==> config.mk <==
export PLATFORM = sky130hd
export DESIGN_NAME = epw_top
export DESIGN_NICKNAME = d
export VERILOG_FILES = /design/src/epw_pkg.sv /design/src/epw_top.sv
export SDC_FILE = /design/constraint.sdc
export NUM_CORES = 1
export LEC_CHECK = 0
export BUFFER_PORTS_ARGS = -buffer_cell sky130_fd_sc_hd__buf_2
export CAP_MARGIN = 20
export CORE_MARGIN = 4
export CORE_UTILIZATION = 55
export CTS_BUF_LIST = sky130_fd_sc_hd__clkbuf_16
export DETAILED_ROUTE_END_ITERATION = 8
export PLACE_DENSITY_LB_ADDON = 0.12
export SYNTH_ARGS = -nofsm -noshare
export SYNTH_HDL_FRONTEND = slang
export SYNTH_SLANG_ARGS = --single-unit
==> constraint.sdc <==
create_clock -name ref_clk -period 6.1 [get_ports ref_clk]
set_input_delay 1.22 -clock ref_clk [delete_from_list [all_inputs] [get_ports ref_clk]]
set_output_delay 1.22 -clock ref_clk [all_outputs]
set_load 0.02 [all_outputs]
==> src/epw_pkg.sv <==
// Purpose: Shared constants for the encoder counter and sync PWM block
// Assumes: One clock, synchronous active-low reset
// Notes:   Mode codes select the encoder counting rule per channel
`default_nettype none
package epw_pkg;
  localparam int CNT_W = 16;               // Counter width
  localparam logic [15:0] CNT_RST = 16'h0000;  // Counter value after reset
  localparam logic [15:0] CNT_MAX = 16'hffff;  // Wrap point counting up
  typedef enum logic [2:0] {
    EPW_MODE_NORMAL = 3'b000,              // Encoder counting off
    EPW_MODE_ENC1   = 3'b001,              // Every edge, quadrature
    EPW_MODE_ENC2   = 3'b010,              // Phase A falling only
    EPW_MODE_ENC3   = 3'b011,              // A fall up, B fall down
    EPW_MODE_ENC4   = 3'b100               // Phase B edges only
  } epw_mode_t;
endpackage
`default_nettype wire

==> src/epw_top.sv <==
// Purpose: Encoder counting on channels 1/2, period capture links to
//          channel 0, and reset-synchronized 3-phase PWM on channels 3/4
// Assumes: All inputs synchronous to ref_clk (200 MHz)
// Notes:   Control bits are plain ports; no register bus
`default_nettype none

// Behaviour
// - Mode 2: A falls, B decides direction
// - Mode 3: A fall up, B fall down
// - Mode 4: only B edges count, A gives direction
// - Ch1 uses inputs 1/2, ch2 inputs 3/4
// - Ch0 clears on compare C; A, C mark periods
// - Ch1 count clock captures ch0 B, buffered D
// - Ch0 matches A/C capture ch1 count
// - Channels 3 and 4 make three PWM pairs
// - Six pins form phases one to three
// - Negative pin toggles with positive; complement only if level selects differ
// - Up-count, clear on cycle compare match
// - Each pair has its own compare register
// - Toggle on own match and on clear
// - Encoder modes only ch1/2; clock select ignored
// - Overflow and underflow flags on wrap
// - Direction flag readable
// - Mode 1 counts every quadrature edge
module epw_top (
  input  wire logic                     ref_clk,
  input  wire logic                     rst_n,
  input  wire logic                     ext_clock_in_1,
  input  wire logic                     ext_clock_in_2,
  input  wire logic                     ext_clock_in_3,
  input  wire logic                     ext_clock_in_4,
  input  wire epw_pkg::epw_mode_t       ch1_mode,
  input  wire epw_pkg::epw_mode_t       ch2_mode,
  input  wire logic                     ch1_int_clk_en,
  input  wire logic                     ch2_int_clk_en,
  input  wire logic                     ch0_start,
  input  wire logic [epw_pkg::CNT_W-1:0] ch0_compare_a,
  input  wire logic [epw_pkg::CNT_W-1:0] ch0_compare_c,
  input  wire logic                     flag_clear,
  input  wire logic                     sync_pwm_mode,
  input  wire logic                     pwm_start,
  input  wire logic                     pos_output_level_sel,
  input  wire logic                     neg_output_level_sel,
  input  wire logic [epw_pkg::CNT_W-1:0] ch3_cycle_compare,
  input  wire logic [epw_pkg::CNT_W-1:0] phase1_compare,
  input  wire logic [epw_pkg::CNT_W-1:0] phase2_compare,
  input  wire logic [epw_pkg::CNT_W-1:0] phase3_compare,
  output logic      [epw_pkg::CNT_W-1:0] ch0_count,
  output logic      [epw_pkg::CNT_W-1:0] ch1_count,
  output logic      [epw_pkg::CNT_W-1:0] ch2_count,
  output logic      [epw_pkg::CNT_W-1:0] ch0_capture_b,
  output logic      [epw_pkg::CNT_W-1:0] ch0_buffer_d,
  output logic      [epw_pkg::CNT_W-1:0] ch1_capture_a,
  output logic      [epw_pkg::CNT_W-1:0] ch1_capture_b,
  output logic      [1:0]               overflow_flag,
  output logic      [1:0]               underflow_flag,
  output logic      [1:0]               count_direction_flag,
  output logic      [epw_pkg::CNT_W-1:0] ch3_count,
  output logic      [epw_pkg::CNT_W-1:0] ch4_count,
  output logic                          pwm_phase1_pos,
  output logic                          pwm_phase1_neg,
  output logic                          pwm_phase2_pos,
  output logic                          pwm_phase2_neg,
  output logic                          pwm_phase3_pos,
  output logic                          pwm_phase3_neg
);
  import epw_pkg::*;

  // Decode one count step: {up, down} from levels and edges
  function automatic logic [1:0] enc_step(
    input epw_mode_t m,
    input logic      a, b, a_p, b_p
  );
    logic ar, af, br, bf;  // Edges of both phases
    logic up, dn;          // Step direction before the tie check
    ar = a & ~a_p;
    af = ~a & a_p;
    br = b & ~b_p;
    bf = ~b & b_p;
    up = 1'b0;
    dn = 1'b0;
    case (m)
      EPW_MODE_ENC1: begin
        // Quadrature, A leading B counts up
        up = (br & a) | (bf & ~a) | (ar & ~b) | (af & b);
        dn = (br & ~a) | (bf & a) | (ar & b) | (af & ~b);
      end
      EPW_MODE_ENC2: begin
        up = af & b;
        dn = af & ~b;
      end
      EPW_MODE_ENC3: begin
        up = af & b;
        dn = bf & a;
      end
      EPW_MODE_ENC4: begin
        up = (br & a) | (bf & ~a);
        dn = (bf & a) | (br & ~a);
      end
      default: up = 1'b0;
    endcase
    // Up and down at once is ambiguous; drop the step
    enc_step = (up & dn) ? 2'b00 : {up, dn};
  endfunction

  logic [3:0] pin_r;        // Sampled encoder pins
  logic [3:0] pin_prev_r;   // Previous sample for edge detect
  logic [1:0] st1, st2;     // Ch1/ch2 up/down step
  logic       tick1, tick2; // Ch1/ch2 counting clock events
  logic       enc1, enc2;   // Channel in an encoder mode
  logic       c0_match_a, c0_match_c; // Ch0 period A and C matches
  logic       c3_clear, pwm_run;      // Carrier end; PWM pair counting

  // Sample pins each clock; edges come from two samples
  always_ff @(posedge ref_clk) begin
    if (!rst_n) begin
      pin_r      <= 4'h0;
      pin_prev_r <= 4'h0;
    end else begin
      pin_r      <= {ext_clock_in_4, ext_clock_in_3,
                     ext_clock_in_2, ext_clock_in_1};
      pin_prev_r <= pin_r;
    end
  end

  assign enc1 = (ch1_mode != EPW_MODE_NORMAL);
  assign enc2 = (ch2_mode != EPW_MODE_NORMAL);
  // Ch1 on inputs 1/2, ch2 on inputs 3/4
  assign st1 = enc_step(ch1_mode, pin_r[0], pin_r[1],
                        pin_prev_r[0], pin_prev_r[1]);
  assign st2 = enc_step(ch2_mode, pin_r[2], pin_r[3],
                        pin_prev_r[2], pin_prev_r[3]);
  // Internal clock select only counts outside encoder modes
  assign tick1 = enc1 ? (st1 != 2'b00) : ch1_int_clk_en;
  assign tick2 = enc2 ? (st2 != 2'b00) : ch2_int_clk_en;

  // Channel 0: free counter cleared on compare C
  assign c0_match_a = ch0_start && (ch0_count == ch0_compare_a);
  assign c0_match_c = ch0_start && (ch0_count == ch0_compare_c);
  always_ff @(posedge ref_clk) begin
    if (!rst_n) begin
      ch0_count <= CNT_RST;
    end else if (c0_match_c) begin
      ch0_count <= CNT_RST;
    end else if (ch0_start) begin
      ch0_count <= ch0_count + 16'h0001;
    end
  end

  // Ch1 count clock captures ch0 count; old B moves to D
  always_ff @(posedge ref_clk) begin
    if (!rst_n) begin
      ch0_capture_b <= CNT_RST;
      ch0_buffer_d  <= CNT_RST;
    end else if (tick1) begin
      ch0_capture_b <= ch0_count;
      ch0_buffer_d  <= ch0_capture_b;
    end
  end

  // Period captures of ch1 position at ch0 A/C matches
  always_ff @(posedge ref_clk) begin
    if (!rst_n) begin
      ch1_capture_a <= CNT_RST;
      ch1_capture_b <= CNT_RST;
    end else begin
      if (c0_match_a) begin
        ch1_capture_a <= ch1_count;
      end
      if (c0_match_c) begin
        ch1_capture_b <= ch1_count;
      end
    end
  end

  // Ch1 up/down counter with wrap flags
  always_ff @(posedge ref_clk) begin
    if (!rst_n) begin
      ch1_count               <= CNT_RST;
      overflow_flag[0]        <= 1'b0;
      underflow_flag[0]       <= 1'b0;
      count_direction_flag[0] <= 1'b1;
    end else begin
      if (tick1) begin
        if (enc1 && st1[0]) begin
          ch1_count <= ch1_count - 16'h0001;
        end else begin
          ch1_count <= ch1_count + 16'h0001;
        end
      end
      if (enc1 && st1 != 2'b00) begin
        count_direction_flag[0] <= st1[1];
      end
      // Set beats a clear in the same cycle
      if (tick1 && !(enc1 && st1[0]) && ch1_count == CNT_MAX) begin
        overflow_flag[0] <= 1'b1;
      end else if (flag_clear) begin
        overflow_flag[0] <= 1'b0;
      end
      if (tick1 && enc1 && st1[0] && ch1_count == CNT_RST) begin
        underflow_flag[0] <= 1'b1;
      end else if (flag_clear) begin
        underflow_flag[0] <= 1'b0;
      end
    end
  end

  // Ch2 up/down counter with wrap flags
  always_ff @(posedge ref_clk) begin
    if (!rst_n) begin
      ch2_count               <= CNT_RST;
      overflow_flag[1]        <= 1'b0;
      underflow_flag[1]       <= 1'b0;
      count_direction_flag[1] <= 1'b1;
    end else begin
      if (tick2) begin
        if (enc2 && st2[0]) begin
          ch2_count <= ch2_count - 16'h0001;
        end else begin
          ch2_count <= ch2_count + 16'h0001;
        end
      end
      if (enc2 && st2 != 2'b00) begin
        count_direction_flag[1] <= st2[1];
      end
      if (tick2 && !(enc2 && st2[0]) && ch2_count == CNT_MAX) begin
        overflow_flag[1] <= 1'b1;
      end else if (flag_clear) begin
        overflow_flag[1] <= 1'b0;
      end
      if (tick2 && enc2 && st2[0] && ch2_count == CNT_RST) begin
        underflow_flag[1] <= 1'b1;
      end else if (flag_clear) begin
        underflow_flag[1] <= 1'b0;
      end
    end
  end

  // Reset-synchronized PWM: ch3/ch4 counters in lockstep
  assign pwm_run  = sync_pwm_mode && pwm_start;
  assign c3_clear = pwm_run && (ch3_count == ch3_cycle_compare);
  always_ff @(posedge ref_clk) begin
    if (!rst_n) begin
      ch3_count <= CNT_RST;
      ch4_count <= CNT_RST;
    end else if (c3_clear) begin
      ch3_count <= CNT_RST;
      ch4_count <= CNT_RST;
    end else if (pwm_run) begin
      ch3_count <= ch3_count + 16'h0001;
      ch4_count <= ch4_count + 16'h0001;
    end
  end

  // Outputs: preset from level select while stopped, toggle when running.
  // Pairs toggle together, so transitions are shared exactly.
  always_ff @(posedge ref_clk) begin
    if (!rst_n) begin
      pwm_phase1_pos <= 1'b0;
      pwm_phase1_neg <= 1'b0;
      pwm_phase2_pos <= 1'b0;
      pwm_phase2_neg <= 1'b0;
      pwm_phase3_pos <= 1'b0;
      pwm_phase3_neg <= 1'b0;
    end else if (!pwm_run) begin
      pwm_phase1_pos <= pos_output_level_sel;
      pwm_phase2_pos <= pos_output_level_sel;
      pwm_phase3_pos <= pos_output_level_sel;
      pwm_phase1_neg <= neg_output_level_sel;
      pwm_phase2_neg <= neg_output_level_sel;
      pwm_phase3_neg <= neg_output_level_sel;
    end else begin
      // Toggle on own match or on clear; a match on the clear cycle
      // toggles once only
      if (c3_clear || ch3_count == phase1_compare) begin
        pwm_phase1_pos <= ~pwm_phase1_pos;
        pwm_phase1_neg <= ~pwm_phase1_neg;
      end
      if (c3_clear || ch4_count == phase2_compare) begin
        pwm_phase2_pos <= ~pwm_phase2_pos;
        pwm_phase2_neg <= ~pwm_phase2_neg;
      end
      if (c3_clear || ch4_count == phase3_compare) begin
        pwm_phase3_pos <= ~pwm_phase3_pos;
        pwm_phase3_neg <= ~pwm_phase3_neg;
      end
    end
  end

endmodule
`default_nettype wire

; ---- After elaboration in Yosys (flattened, before gate mapping)
; Index checks and enable logic that the tools add are counted.
[classes]
n_div = 0
multipliers = 0
shift = 0
n_bitwise = 53
n_mux = 27
n_reduce_logical = 37
magnitude_cmp = 0
n_eq_ne = 19
add_sub_neg = 7
[op_table]
columns = operator, n
row1 = equality test 16 bit, 6
row2 = adder 16 x 1 -> 16 bit (second input constant), 5
row3 = equality test 16 bit (second input constant), 2
row4 = logical NOT 16 bit, 2
row5 = 2-to-1 mux 16 bit, 2
row6 = subtractor 16 x 1 -> 16 bit (second input constant), 2
row7 = AND 1 bit, 26
row8 = 2-to-1 mux 1 bit, 19
row9 = logical AND 1 bit, 18
row10 = inverter 1 bit, 15
row11 = equality test 3 x 2 -> 1 bit (second input constant), 4
row12 = OR 1 bit, 12
row13 = nonzero test 2 bit, 6
row14 = case mux 1 bit (4 select lines), 2
row15 = OR reduction 2 bit, 4
row16 = equality test 3 x 1 -> 1 bit (second input constant), 2
row17 = equality test 3 bit (second input constant), 2
row18 = != test 2 x 1 -> 1 bit (second input constant), 3
row19 = case mux 1 bit (3 select lines), 2
row20 = nonzero test 3 bit, 2
row21 = 2-to-1 mux 2 bit, 2
row22 = logical OR 1 bit, 3
row23 = logical NOT 1 bit, 2
[totals]
mem_count = 0
latch_bits = 0
regBits = 164
out_inout_bits = 156
word_cells = 166
in_bits = 116
mem_bits_ro = 0
mem_bits_rw = 0

; ---- Depth between registers and ports, before layout
; Gate-level depths: netlist of run 1.
[depth]
ltp_word = 15
mapped_depth = 17
mapped_depth_nobuf = 17

; ---- Worst setup path after synthesis of run 1
; Ideal clock, no wire load.
[synth_timing]
path_kind = input port to flip-flop
from = input ch2_mode[1]
to = register ch2_count[12] (netlist bit)
t_arrival_ns = 4.141
path_slack_ns = 1.842
t_required_ns = 5.983
setup_time_ns = 0.117
stages = 16
path_buffers = 0
cell_sequence = nor2_1 -> and2_1 -> a221oi_1 -> a21oi_1 -> a22o_1 -> ha_1 -> nand2b_1 -> inv_1 -> fa_1 -> a21o_1 -> a21oi_1 -> o21a_1 -> o21bai_1 -> a311oi_1 -> mux2i_1 -> nand2_1
[synth_between]
elab_chain_len = 7
elab_cells_between_ends = 14
classes_between = eq/ne (4) / mux (5) / bitwise (1) / reduce/logical (4)
[synth_lines]
columns = element, line_no
row1 = from (decl), epw_top.sv:33  ; input wire epw_pkg::epw_mode_t ch2_mode,
row2 = equality test 3 x 2 -> 1 bit, epw_top.sv:82  ; case (m)
row3 = OR reduction 2 bit (no line), n/a
row4 = case mux 1 bit (3 select lines), epw_top.sv:82
row5 = AND 1 bit, epw_top.sv:103  ; enc_step = (up & dn) ? 2'b00 : {up, dn};
row6 = 2-to-1 mux 2 bit, epw_top.sv:103
row7 = nonzero test 2 bit / logical AND 1 bit (equally long branches), "epw_top.sv:135, epw_top.sv:217"
row8 = 2-to-1 mux 1 bit / 2-to-1 mux 16 bit (equally long branches), "epw_top.sv:135, epw_top.sv:217"
row9 = to (signal assigned), epw_top.sv:218  ; ch2_count <= ch2_count - 16'h0001;
row10 = to (signal assigned), epw_top.sv:220  ; ch2_count <= ch2_count + 16'h0001;
row11 = to (decl), epw_top.sv:50  ; output logic [epw_pkg::CNT_W-1:0] ch2_count,
; Several ways; a longest one is shown, not always the timed one.
; A chain may end at the register's enable or synchronous reset.

; ---- Final worst setup path of run 1
; Ends and elaborated chain as after synthesis.

==> summary.md, run 1 <==
| Metric | Value |
|---|---|
| Run status | `completed` |
| Total vias in the final route | `8527` |
| Number of distinct library cells after synthesis | `68` |
| Initial detailed-routing violation count | `465` |
| Setup Crit Path Kind | `input port to flop` |
| Number of setup violations in the final report | `0` |
| Critical Path End Type | `flop` |
| RSZ-0062 raised after global routing | `no` |
| Drt first pass iters | `7` |
| Number of flops mapped to enable cells by yosys | `0` |
| Clock slew at the register clock pins of the worst setup and hold paths | `60 ps` |
| Hold violation total from the final report | `0` |
| Mean cell area of the mapped netlist | `8.384 sq um` |
| Shortest period the worst path allows | `4435 ps` |
| Warnings, synthesis | `0` |
| Most common cell after layout, fill and taps aside | `sky130_fd_sc_hd__buf_2` |
| Net Count, Synth | `1250` |
| Kind of path behind the tightest hold check | `flop to flop` |
| Top-level port count | `272` |
| Most used flip-flop cell after synthesis | `sky130_fd_sc_hd__dfxtp_1` |
| Worst hold endpoint | `ch0_buffer_d[14]` |
| Largest cells by area after synthesis | `sky130_fd_sc_hd__dfxtp_1 36%, sky130_fd_sc_hd__xnor2_1 9.0%, sky130_fd_sc_hd__xor2_1 6.1%, sky130_fd_sc_hd__nand2_1 5.5%, sky130_fd_sc_hd__nor2_1 5.2%` |
| GRT overflow | `0` |
| Worst-path maximum fanout | `17` |
| Remaining DRCs | `0` |
| Area delta synth->final | `21.55%` |
| Crit. Startpoint | `ch2_mode[1]` |
| Maximum number of pins on one net before global-route repair | `63` |
| Number of buffers inserted to repair setup after CTS | `0` |
| Number of buffers on the longest clock path | `2` |
| Req. time, crit path | `6420 ps` |
| Worst-case setup slack after placement | `1249 ps` |
| Critical path data arrival time | `4750 ps` |
| Reg2reg start | `pin_r[2]` |
| Global routing usage summed across all routing layers | `24.97%` |
| Stage delay of the slowest cell on the critical path | `460 ps` |
| CTS resizes | `0` |
| First-pass GRT wire length | `38.32 mm` |
| Total power after layout | `2.527 mW` |
| Initial core utilization | `55.86%` |
| Clock tree root driver cell | `sky130_fd_sc_hd__clkbuf_16` |
| Post-synthesis cell area | `9198 sq um` |
| FFs w/ async S/R, synth | `0%` |
| Routability congestion estimate from global placement | `0.8604` |
| Clock tree from TritonCTS | `done` |
| Sequential element share of the synthesized area | `35.70%` |
| Area share of the largest cell type after synthesis | `35.70%` |
| Number of buffers and inverters on the critical path | `2` |
| Antenna Violating Nets Remaining | `0` |
| Buffers on Ports | `271` |
| Hold slack final | `452.0 ps` |
| DR vias/cell | `5.456` |
| Via count of the first global-routing pass | `7745` |
| Area enclosed by the die boundary | `18860 sq um` |
| Area leader, netlist | `sky130_fd_sc_hd__dfxtp_1` |
| Register-to-register path setup slack | `2300 ps` |
| Post-synthesis register bit count | `164` |
| Worst Tran Pin Value | `791.9 ps` |
| Most frequent cell on the critical path | `sky130_fd_sc_hd__a21oi_1` |
| Setup skew after layout | `10.13 ps` |
| Peak clock frequency supported by timing | `0.2255 GHz` |
| Number of H-tree levels | `4` |
| Die span in x | `137.3 microns` |
| Crit start category | `input port` |
| Final-stage net count | `1483` |
| Leakage power summed over all cells | `5.200 nW` |
| Number of antenna violations at the first check in global routing | `1` |
| Slowest CP cell | `sky130_fd_sc_hd__inv_1` |
| Number of cells on the worst reg-to-reg path | `15` |
| Number of buffers added by the clock tree synthesis step | `17` |
| Final Util | `67.90%` |
| Num Clock Sinks | `164` |
| Reg-to-reg endpoint | `ch2_count[12]` |
| Fill cells | `1415` |
| Most frequent cells in the layout | `271 x sky130_fd_sc_hd__buf_2, 164 x sky130_fd_sc_hd__dfxtp_1, 135 x sky130_fd_sc_hd__nand2_1, 127 x sky130_fd_sc_hd__nor2_1, 94 x sky130_fd_sc_hd__xnor2_1` |
| Relative slew margins | `47.08%` |
| Tcrit/Tclk final | `72.71%` |
| Total wirelength of the detailed-routed design | `24.16 mm` |
| Critical-path cell list | `buf_2 -> nor2_1 -> and2_1 -> a21oi_1 -> o22a_1 -> a21oi_1 -> a22o_1 -> ha_1 -> nand2b_1 -> inv_1 -> ha_1 -> a21o_1 -> a21oi_1 -> o21a_1 -> o21bai_1 -> a311oi_1 -> mux2i_1 -> nand2_1` |
| Least setup slack across all paths after layout | `1665 ps` |
| Floorplan Core Area | `16470 sq um` |
| Worst hold path depth | `2` |
| Power density over the cells | `226.0 nW/um^2` |
| Average wire length per cell after detail routing | `15.46 microns` |
| Cell family with the largest share of critical-path delay | `compound AO/OA/AOI/OAI gates` |
| Height of the die | `137.3 microns` |
| Source-to-sink clock delay at the later pin of the worst-skew pair | `430 ps` |
| Hold Crit Start | `ch0_buffer_d[14]` |
| Antenna diode count | `0` |
| Number of buffers added to fix hold violations after cts | `0` |
| Site row count | `47` |
| Max-cap check violation count | `0` |
| Number of standard cells after synthesis | `1097` |
| Final Max Slew Viols | `0` |
| Post-route setup TNS | `0 ps` |
| Detailed placement HPWL | `17.43 mm` |
| Worst IR Drop VDD | `0.1906 mV` |
| Layout cells sized above 1 | `24.87%` |
-- cells by family (layout without fill, tap and decap cells) --
group | Yosys count | after routing | share of synthesized area, %
buffers and inverters | 71 | 317 | 3.605
xor gates and xnor gates | 158 | 158 | 15.05
adders and majority gates | 37 | 37 | 5.197
muxes | 39 | 39 | 4.244
and+or+nand+nor | 455 | 455 | 24.23
AOI/OAI and AO/OA | 173 | 173 | 11.99
DFF | 164 | 164 | 35.70
-- Yosys cell counts, drive strengths merged (9+ instances only) --
master,n
a211oi,9
dfxtp,164
nor4,19
clkbuf,28
xor2,64
a21o,13
nand4,43
and3,16
mux2i,39
nand3,34
nand2b,11
o21ai,24
ha,35
buf,34
nand2,137
a21oi,80
nor2b,9
nor2,127
xnor2,94
nor3,20
and2,12
inv,9
-- layer usage --
metal / track usage (%) / vias up / share of wire, %
li1: - / 4286 / -
met2: 41.34 / 251 / 48
met4: 7.705 / 2 / 1.9
met3: 5.625 / 32 / 6.2
met5: 0 / - / 0.029
met1: 32.53 / 3956 / 44
-- worst reg2reg max path, stage by stage (launching register included) --
cell	delay [ps]
sky130_fd_sc_hd__dfxtp_1	470
sky130_fd_sc_hd__nand2b_1	120
sky130_fd_sc_hd__nor3_1	140
sky130_fd_sc_hd__a21oi_1	60
sky130_fd_sc_hd__o32a_1	360
sky130_fd_sc_hd__ha_1	180
sky130_fd_sc_hd__nand2b_1	140
sky130_fd_sc_hd__inv_1	300
sky130_fd_sc_hd__fa_1	510
sky130_fd_sc_hd__a21o_1	190
sky130_fd_sc_hd__a21oi_1	270
sky130_fd_sc_hd__o21a_1	180
sky130_fd_sc_hd__o21bai_1	140
sky130_fd_sc_hd__a311oi_1	360
sky130_fd_sc_hd__mux2i_1	220
sky130_fd_sc_hd__nand2_1	60
-- registers in the layout (all words and copies together) (netlist names), 2 cells and up --
register / flops
ch3_count: 16
pin_r: 4
underflow_flag: 2
count_direction_flag: 2
ch2_count: 16
ch0_buffer_d: 16
ch0_capture_b: 16
pin_prev_r: 4
ch1_capture_a: 16
ch1_capture_b: 16
ch1_count: 16
ch0_count: 16
ch4_count: 16
overflow_flag: 2
-- how the worst max path moves through the flow --
| stage | to | slack (ps) | cells past startpoint |
|---|---|---|---|
| finish | ch2_count[12] | 1660 | 18 |
| global route | ch2_count[12] | 1300 | 18 |
| detailed placement | ch2_count[12] | 1250 | 18 |
| global placement | ch2_count[12] | 1350 | 18 |
| floorplan | ch2_count[12] | 1840 | 16 |
| CTS | ch2_count[12] | 1690 | 18 |
-- where the power goes --
part	internal, mW	switching, mW	total, mW
Combinational	0.128	0.185	0.312
Sequential	1.09	0.0360	1.13
Clock	0.616	0.471	1.09
Total	1.84	0.692	2.53
-- layout make-up --
class / instances / area [sq um] / area share, %
Inverter: 9 / 33.78 / 0.3022
Tap cell: 220 / 275.3 / 2.462
Multi-Input combinational cell: 862 / 5594 / 50.04
Timing Repair Buffer: 276 / 1394 / 12.47
Clock buffer: 17 / 425.4 / 3.805
Sequential cell: 164 / 3283 / 29.37
Clock inverter: 15 / 173.9 / 1.556
-- metrics by stage --
step	area, sq um	cells
6_report	11180	1563
5_1_grt	11180	1563
4_1_cts	11180	1563
3_5_place_dp	10580	1531
3_3_place_gp	10580	1531
2_1_floorplan	9198	1097
Power figures use the tool's default switching activity.
==> run 2, diff against run 1 <==
ABC_AREA = 1   (was default)
CORE_UTILIZATION = 54   (was 55)
clock period = 4.31 ns   (was 6.1 ns; I/O delays follow)
==> summary.md, run 2 <==
| Metric | Value |
|---|---|
| Run status | `completed` |
| Die span in x | `146.9 microns (+7.0%)` |
| Final-stage net count | `2092 (+41%)` |
| Relative slew margins | `40.06% (-7.0 points)` |
| Register-to-register path setup slack | `1090 ps (-1210 ps)` |
| Height of the die | `146.9 microns (+7.0%)` |
| Psw | `1.224 mW (+77%)` |
| Buffers on Ports | `271 (unchanged)` |
| Maximum number of pins on one net before global-route repair | `74 (+17%)` |
| Post-route setup TNS | `0 ps (unchanged)` |
| Post-synthesis register bit count | `164 (unchanged)` |
| Most frequent cells after synthesis | `489 x sky130_fd_sc_hd__nand2_1, 288 x sky130_fd_sc_hd__inv_1, 205 x sky130_fd_sc_hd__nor2_1` |
| Number of distinct library cells after synthesis | `39 (-43%)` |
| Area share of the largest cell type after synthesis | `31.51% (-4.2 points)` |
| Number of buffers inserted to repair setup after CTS | `0 (unchanged)` |
| Top-count cell post-synth | `sky130_fd_sc_hd__nand2_1` |
| CTS resizes | `0 (unchanged)` |
| Fill cells | `1769 (+25%)` |
| Total wirelength of the detailed-routed design | `28.78 mm (+19%)` |
| Clock slew at the register clock pins of the worst setup and hold paths | `60 ps (about the same)` |
| Remaining DRCs | `0 (unchanged)` |
| Fraction of power spent switching nets | `29.22% (+1.9 points)` |
| Top-level port count | `272 (unchanged)` |
| Shortest period the worst path allows | `3406 ps` |
| Setup skew after layout | `10.07 ps (-0.05530 ps)` |
| Tcrit/Tclk final | `79.03%` |
| Req. time, crit path | `4620 ps (-1800 ps)` |
| Hold slack final | `463.5 ps (+11.46 ps)` |
| Total vias in the final route | `11000 (+29%)` |
| RSZ-0062 raised after global routing | `no` |
| Power density over the cells | `332.6 nW/um^2 (+47%)` |
| Combinational fraction of design power | `18.0% (+5.6 points)` |
| GRT overflow | `0 (unchanged)` |
| Number of buffers added to fix hold violations after cts | `0 (unchanged)` |
| Clock tree from TritonCTS | `done` |
| Area enclosed by the die boundary | `21580 sq um (+14%)` |
| Area leader, netlist | `sky130_fd_sc_hd__dfxtp_1` |
| Via count of the first global-routing pass | `10090 (+30%)` |
| Hold violation total from the final report | `0 (unchanged)` |
| Mean cell area of the mapped netlist | `6.165 sq um (-26%)` |
| Worst IR Drop VDD | `0.2699 mV (+42%)` |
| Layout cells sized above 1 | `18.03% (-6.8 points)` |
| DR vias/cell | `4.972 (-8.9%)` |
| Area delta synth->final | `20.85%` |
| Number of flops mapped to enable cells by yosys | `0 (unchanged)` |
| Num Clock Sinks | `164 (unchanged)` |
| Initial detailed-routing violation count | `539 (+16%)` |
| Number of setup violations in the final report | `0 (unchanged)` |
| Number of H-tree levels | `4 (unchanged)` |
| First-pass GRT wire length | `47.53 mm (+24%)` |
| Sequential element share of the synthesized area | `31.51% (-4.2 points)` |
| Critical Path End Type | `flop` |
| Warnings, synthesis | `0 (unchanged)` |
| Setup Crit Path Kind | `input port to flop` |
| Floorplan Core Area | `18830 sq um (+14%)` |
| Clock tree root driver cell | `sky130_fd_sc_hd__clkbuf_16` |
| Max-cap check violation count | `0 (unchanged)` |
| Number of standard cells after synthesis | `1690 (+54%)` |
| Leakage power summed over all cells | `6.828 nW (+31%)` |
| Net Count, Synth | `1843 (+47%)` |
| Final Max Slew Viols | `0 (unchanged)` |
| Global routing usage summed across all routing layers | `26.09% (+1.1 points)` |
| Detailed placement HPWL | `21.96 mm (+26%)` |
| Number of buffers on the longest clock path | `2 (unchanged)` |
| Kind of path behind the tightest hold check | `flop to flop` |
| Most common cell after layout, fill and taps aside | `sky130_fd_sc_hd__nand2_1` |
| Routability congestion estimate from global placement | `0.8941 (+3.9%)` |
| Reg power frac | `40.4% (-4.2 points)` |
| Site row count | `50 (+6.4%)` |
| FFs w/ async S/R, synth | `0% (unchanged)` |
| Average wire length per cell after detail routing | `13.00 microns (-16%)` |
| Largest cells by area after synthesis | `sky130_fd_sc_hd__dfxtp_1 32%, sky130_fd_sc_hd__nand2_1 18%, sky130_fd_sc_hd__inv_1 10%, sky130_fd_sc_hd__nor2_1 7.4%, sky130_fd_sc_hd__o21ai_0 4.4%` |
| Source-to-sink clock delay at the later pin of the worst-skew pair | `420 ps (about the same)` |
| Critical path data arrival time | `3720 ps (-1030 ps)` |
| Clk pwr share | `41.5% (-1.5 points)` |
| Most frequent cells in the layout | `488 x sky130_fd_sc_hd__nand2_1, 288 x sky130_fd_sc_hd__inv_1, 270 x sky130_fd_sc_hd__buf_2, 205 x sky130_fd_sc_hd__nor2_1, 164 x sky130_fd_sc_hd__dfxtp_1` |
| Peak clock frequency supported by timing | `0.2936 GHz` |
| Antenna Violating Nets Remaining | `0 (unchanged)` |
| Number of antenna violations at the first check in global routing | `0 (-1)` |
| Crit start category | `input port` |
| Cell-internal power | `2.964 mW (+62%)` |
| Worst-path maximum fanout | `16 (-1)` |
| Post-synthesis cell area | `10420 sq um (+13%)` |
| Worst Tran Pin Value | `898.1 ps (+106.3 ps)` |
| Most used flip-flop cell after synthesis | `sky130_fd_sc_hd__dfxtp_1` |
| Number of buffers added by the clock tree synthesis step | `17 (unchanged)` |
| Drt first pass iters | `6 (-1)` |
| Initial core utilization | `55.33% (-0.53 points)` |
[run 2: changes by cell type in the layout (fill, tap and decap cells not counted), moves of 11 or more]
cell / delta
sky130_fd_sc_hd__nand2_1: +353
sky130_fd_sc_hd__inv_1: +280
sky130_fd_sc_hd__xnor2_1: -80
sky130_fd_sc_hd__nor2_1: +78
sky130_fd_sc_hd__o21ai_0: +73
sky130_fd_sc_hd__nand3_1: +41
sky130_fd_sc_hd__mux2i_1: -39
sky130_fd_sc_hd__xor2_1: -23
sky130_fd_sc_hd__and3_1: -15
sky130_fd_sc_hd__nand4_1: +13
sky130_fd_sc_hd__inv_2: +11
sky130_fd_sc_hd__nand2b_1: -11
[run 2: area by class of cell]
| class | count | area (sq um) | share of cell area (%) |
|---|---|---|---|
| timing repair buffer | 274 | 1381 | 10.97 |
| multi-input combinational | 1181 | 5794 | 46.02 |
| clock buffer | 17 | 425.4 | 3.379 |
| antenna | 1 | 2.502 | 0.01987 |
| clock inverter | 15 | 249.0 | 1.978 |
| inverter | 301 | 1130 | 8.973 |
| tap | 260 | 325.3 | 2.584 |
| sequential | 164 | 3283 | 26.08 |
[run 2: routing by layer]
metal  track usage (%)  wire length, microns
met1             33.60                 12840
met4             8.667                   658
met2             44.80                 13560
met3             4.072                  1727
met5                 0                     0
[run 2: worst max-delay path: stages]
cell and delay (ps):
sky130_fd_sc_hd__buf_2 120, sky130_fd_sc_hd__nor2_1 240, sky130_fd_sc_hd__inv_1 60, sky130_fd_sc_hd__o21ai_0 210
sky130_fd_sc_hd__nand3_1 100, sky130_fd_sc_hd__o41ai_1 70, sky130_fd_sc_hd__nor2_1 100, sky130_fd_sc_hd__ha_1 190
sky130_fd_sc_hd__nand2_1 110, sky130_fd_sc_hd__inv_1 280, sky130_fd_sc_hd__ha_1 460, sky130_fd_sc_hd__a21oi_1 160
sky130_fd_sc_hd__nand2_1 130, sky130_fd_sc_hd__nand2_1 90, sky130_fd_sc_hd__nand3_1 110, sky130_fd_sc_hd__nand2_1 100
sky130_fd_sc_hd__nand2_1 50, sky130_fd_sc_hd__nand2_1 50, sky130_fd_sc_hd__nand3_1 60, sky130_fd_sc_hd__nand2_1 100
sky130_fd_sc_hd__inv_1 40
[run 2: kinds of logic (layout without fill, tap and decap cells)]
| group | after synthesis | count (layout) | share of synthesized area (%) |
|---|---|---|---|
| adder cells (fa/ha/maj) | 37 | 37 | 4.588 |
| XOR/XNOR | 55 | 55 | 4.623 |
| flip-flops | 164 | 164 | 31.51 |
| other | 0 | 1 | 0 |
| AO/OA/AOI/OAI | 194 | 194 | 9.860 |
| AND/OR/NAND/NOR | 895 | 895 | 36.52 |
| buffers and inverters | 345 | 607 | 12.90 |
[run 2: path summary, 6_finish.rpt]
kind	startpoint	endpoint	cells past startpoint
setup / recovery	ch2_mode[0]	ch2_count[10]	21
hold / removal	count_direction_flag[1]	count_direction_flag[1]	2
setup reg to reg	pin_r[2]	ch2_count[10]	20
hold reg to reg	count_direction_flag[1]	count_direction_flag[1]	2
[run 2: metrics by stage]
step	setup WS (ps)	power, mW	utilization, %	cell area [sq um]	std cells
CTS	941.7	4.213	66.85	12590	2212
global placement	659.9	2.460	63.27	11910	2180
detailed placement	508.7	2.476	63.27	11910	2180
finish	904.0	4.188	66.86	12590	2213
global route	566.2	4.388	66.85	12590	2212
floorplan	1095	2.217	-	10420	1690
[run 2: power groups by stage]
stage                     Combinational (mW)  Sequential (mW)  Clock (mW)
after floorplan                        0.420             1.80           0
after CTS                              0.757             1.69        1.76
final                                  0.755             1.69        1.74
after global routing                   0.850             1.71        1.83
after detailed placement               0.751             1.72           0
after global placement                 0.737             1.72           0
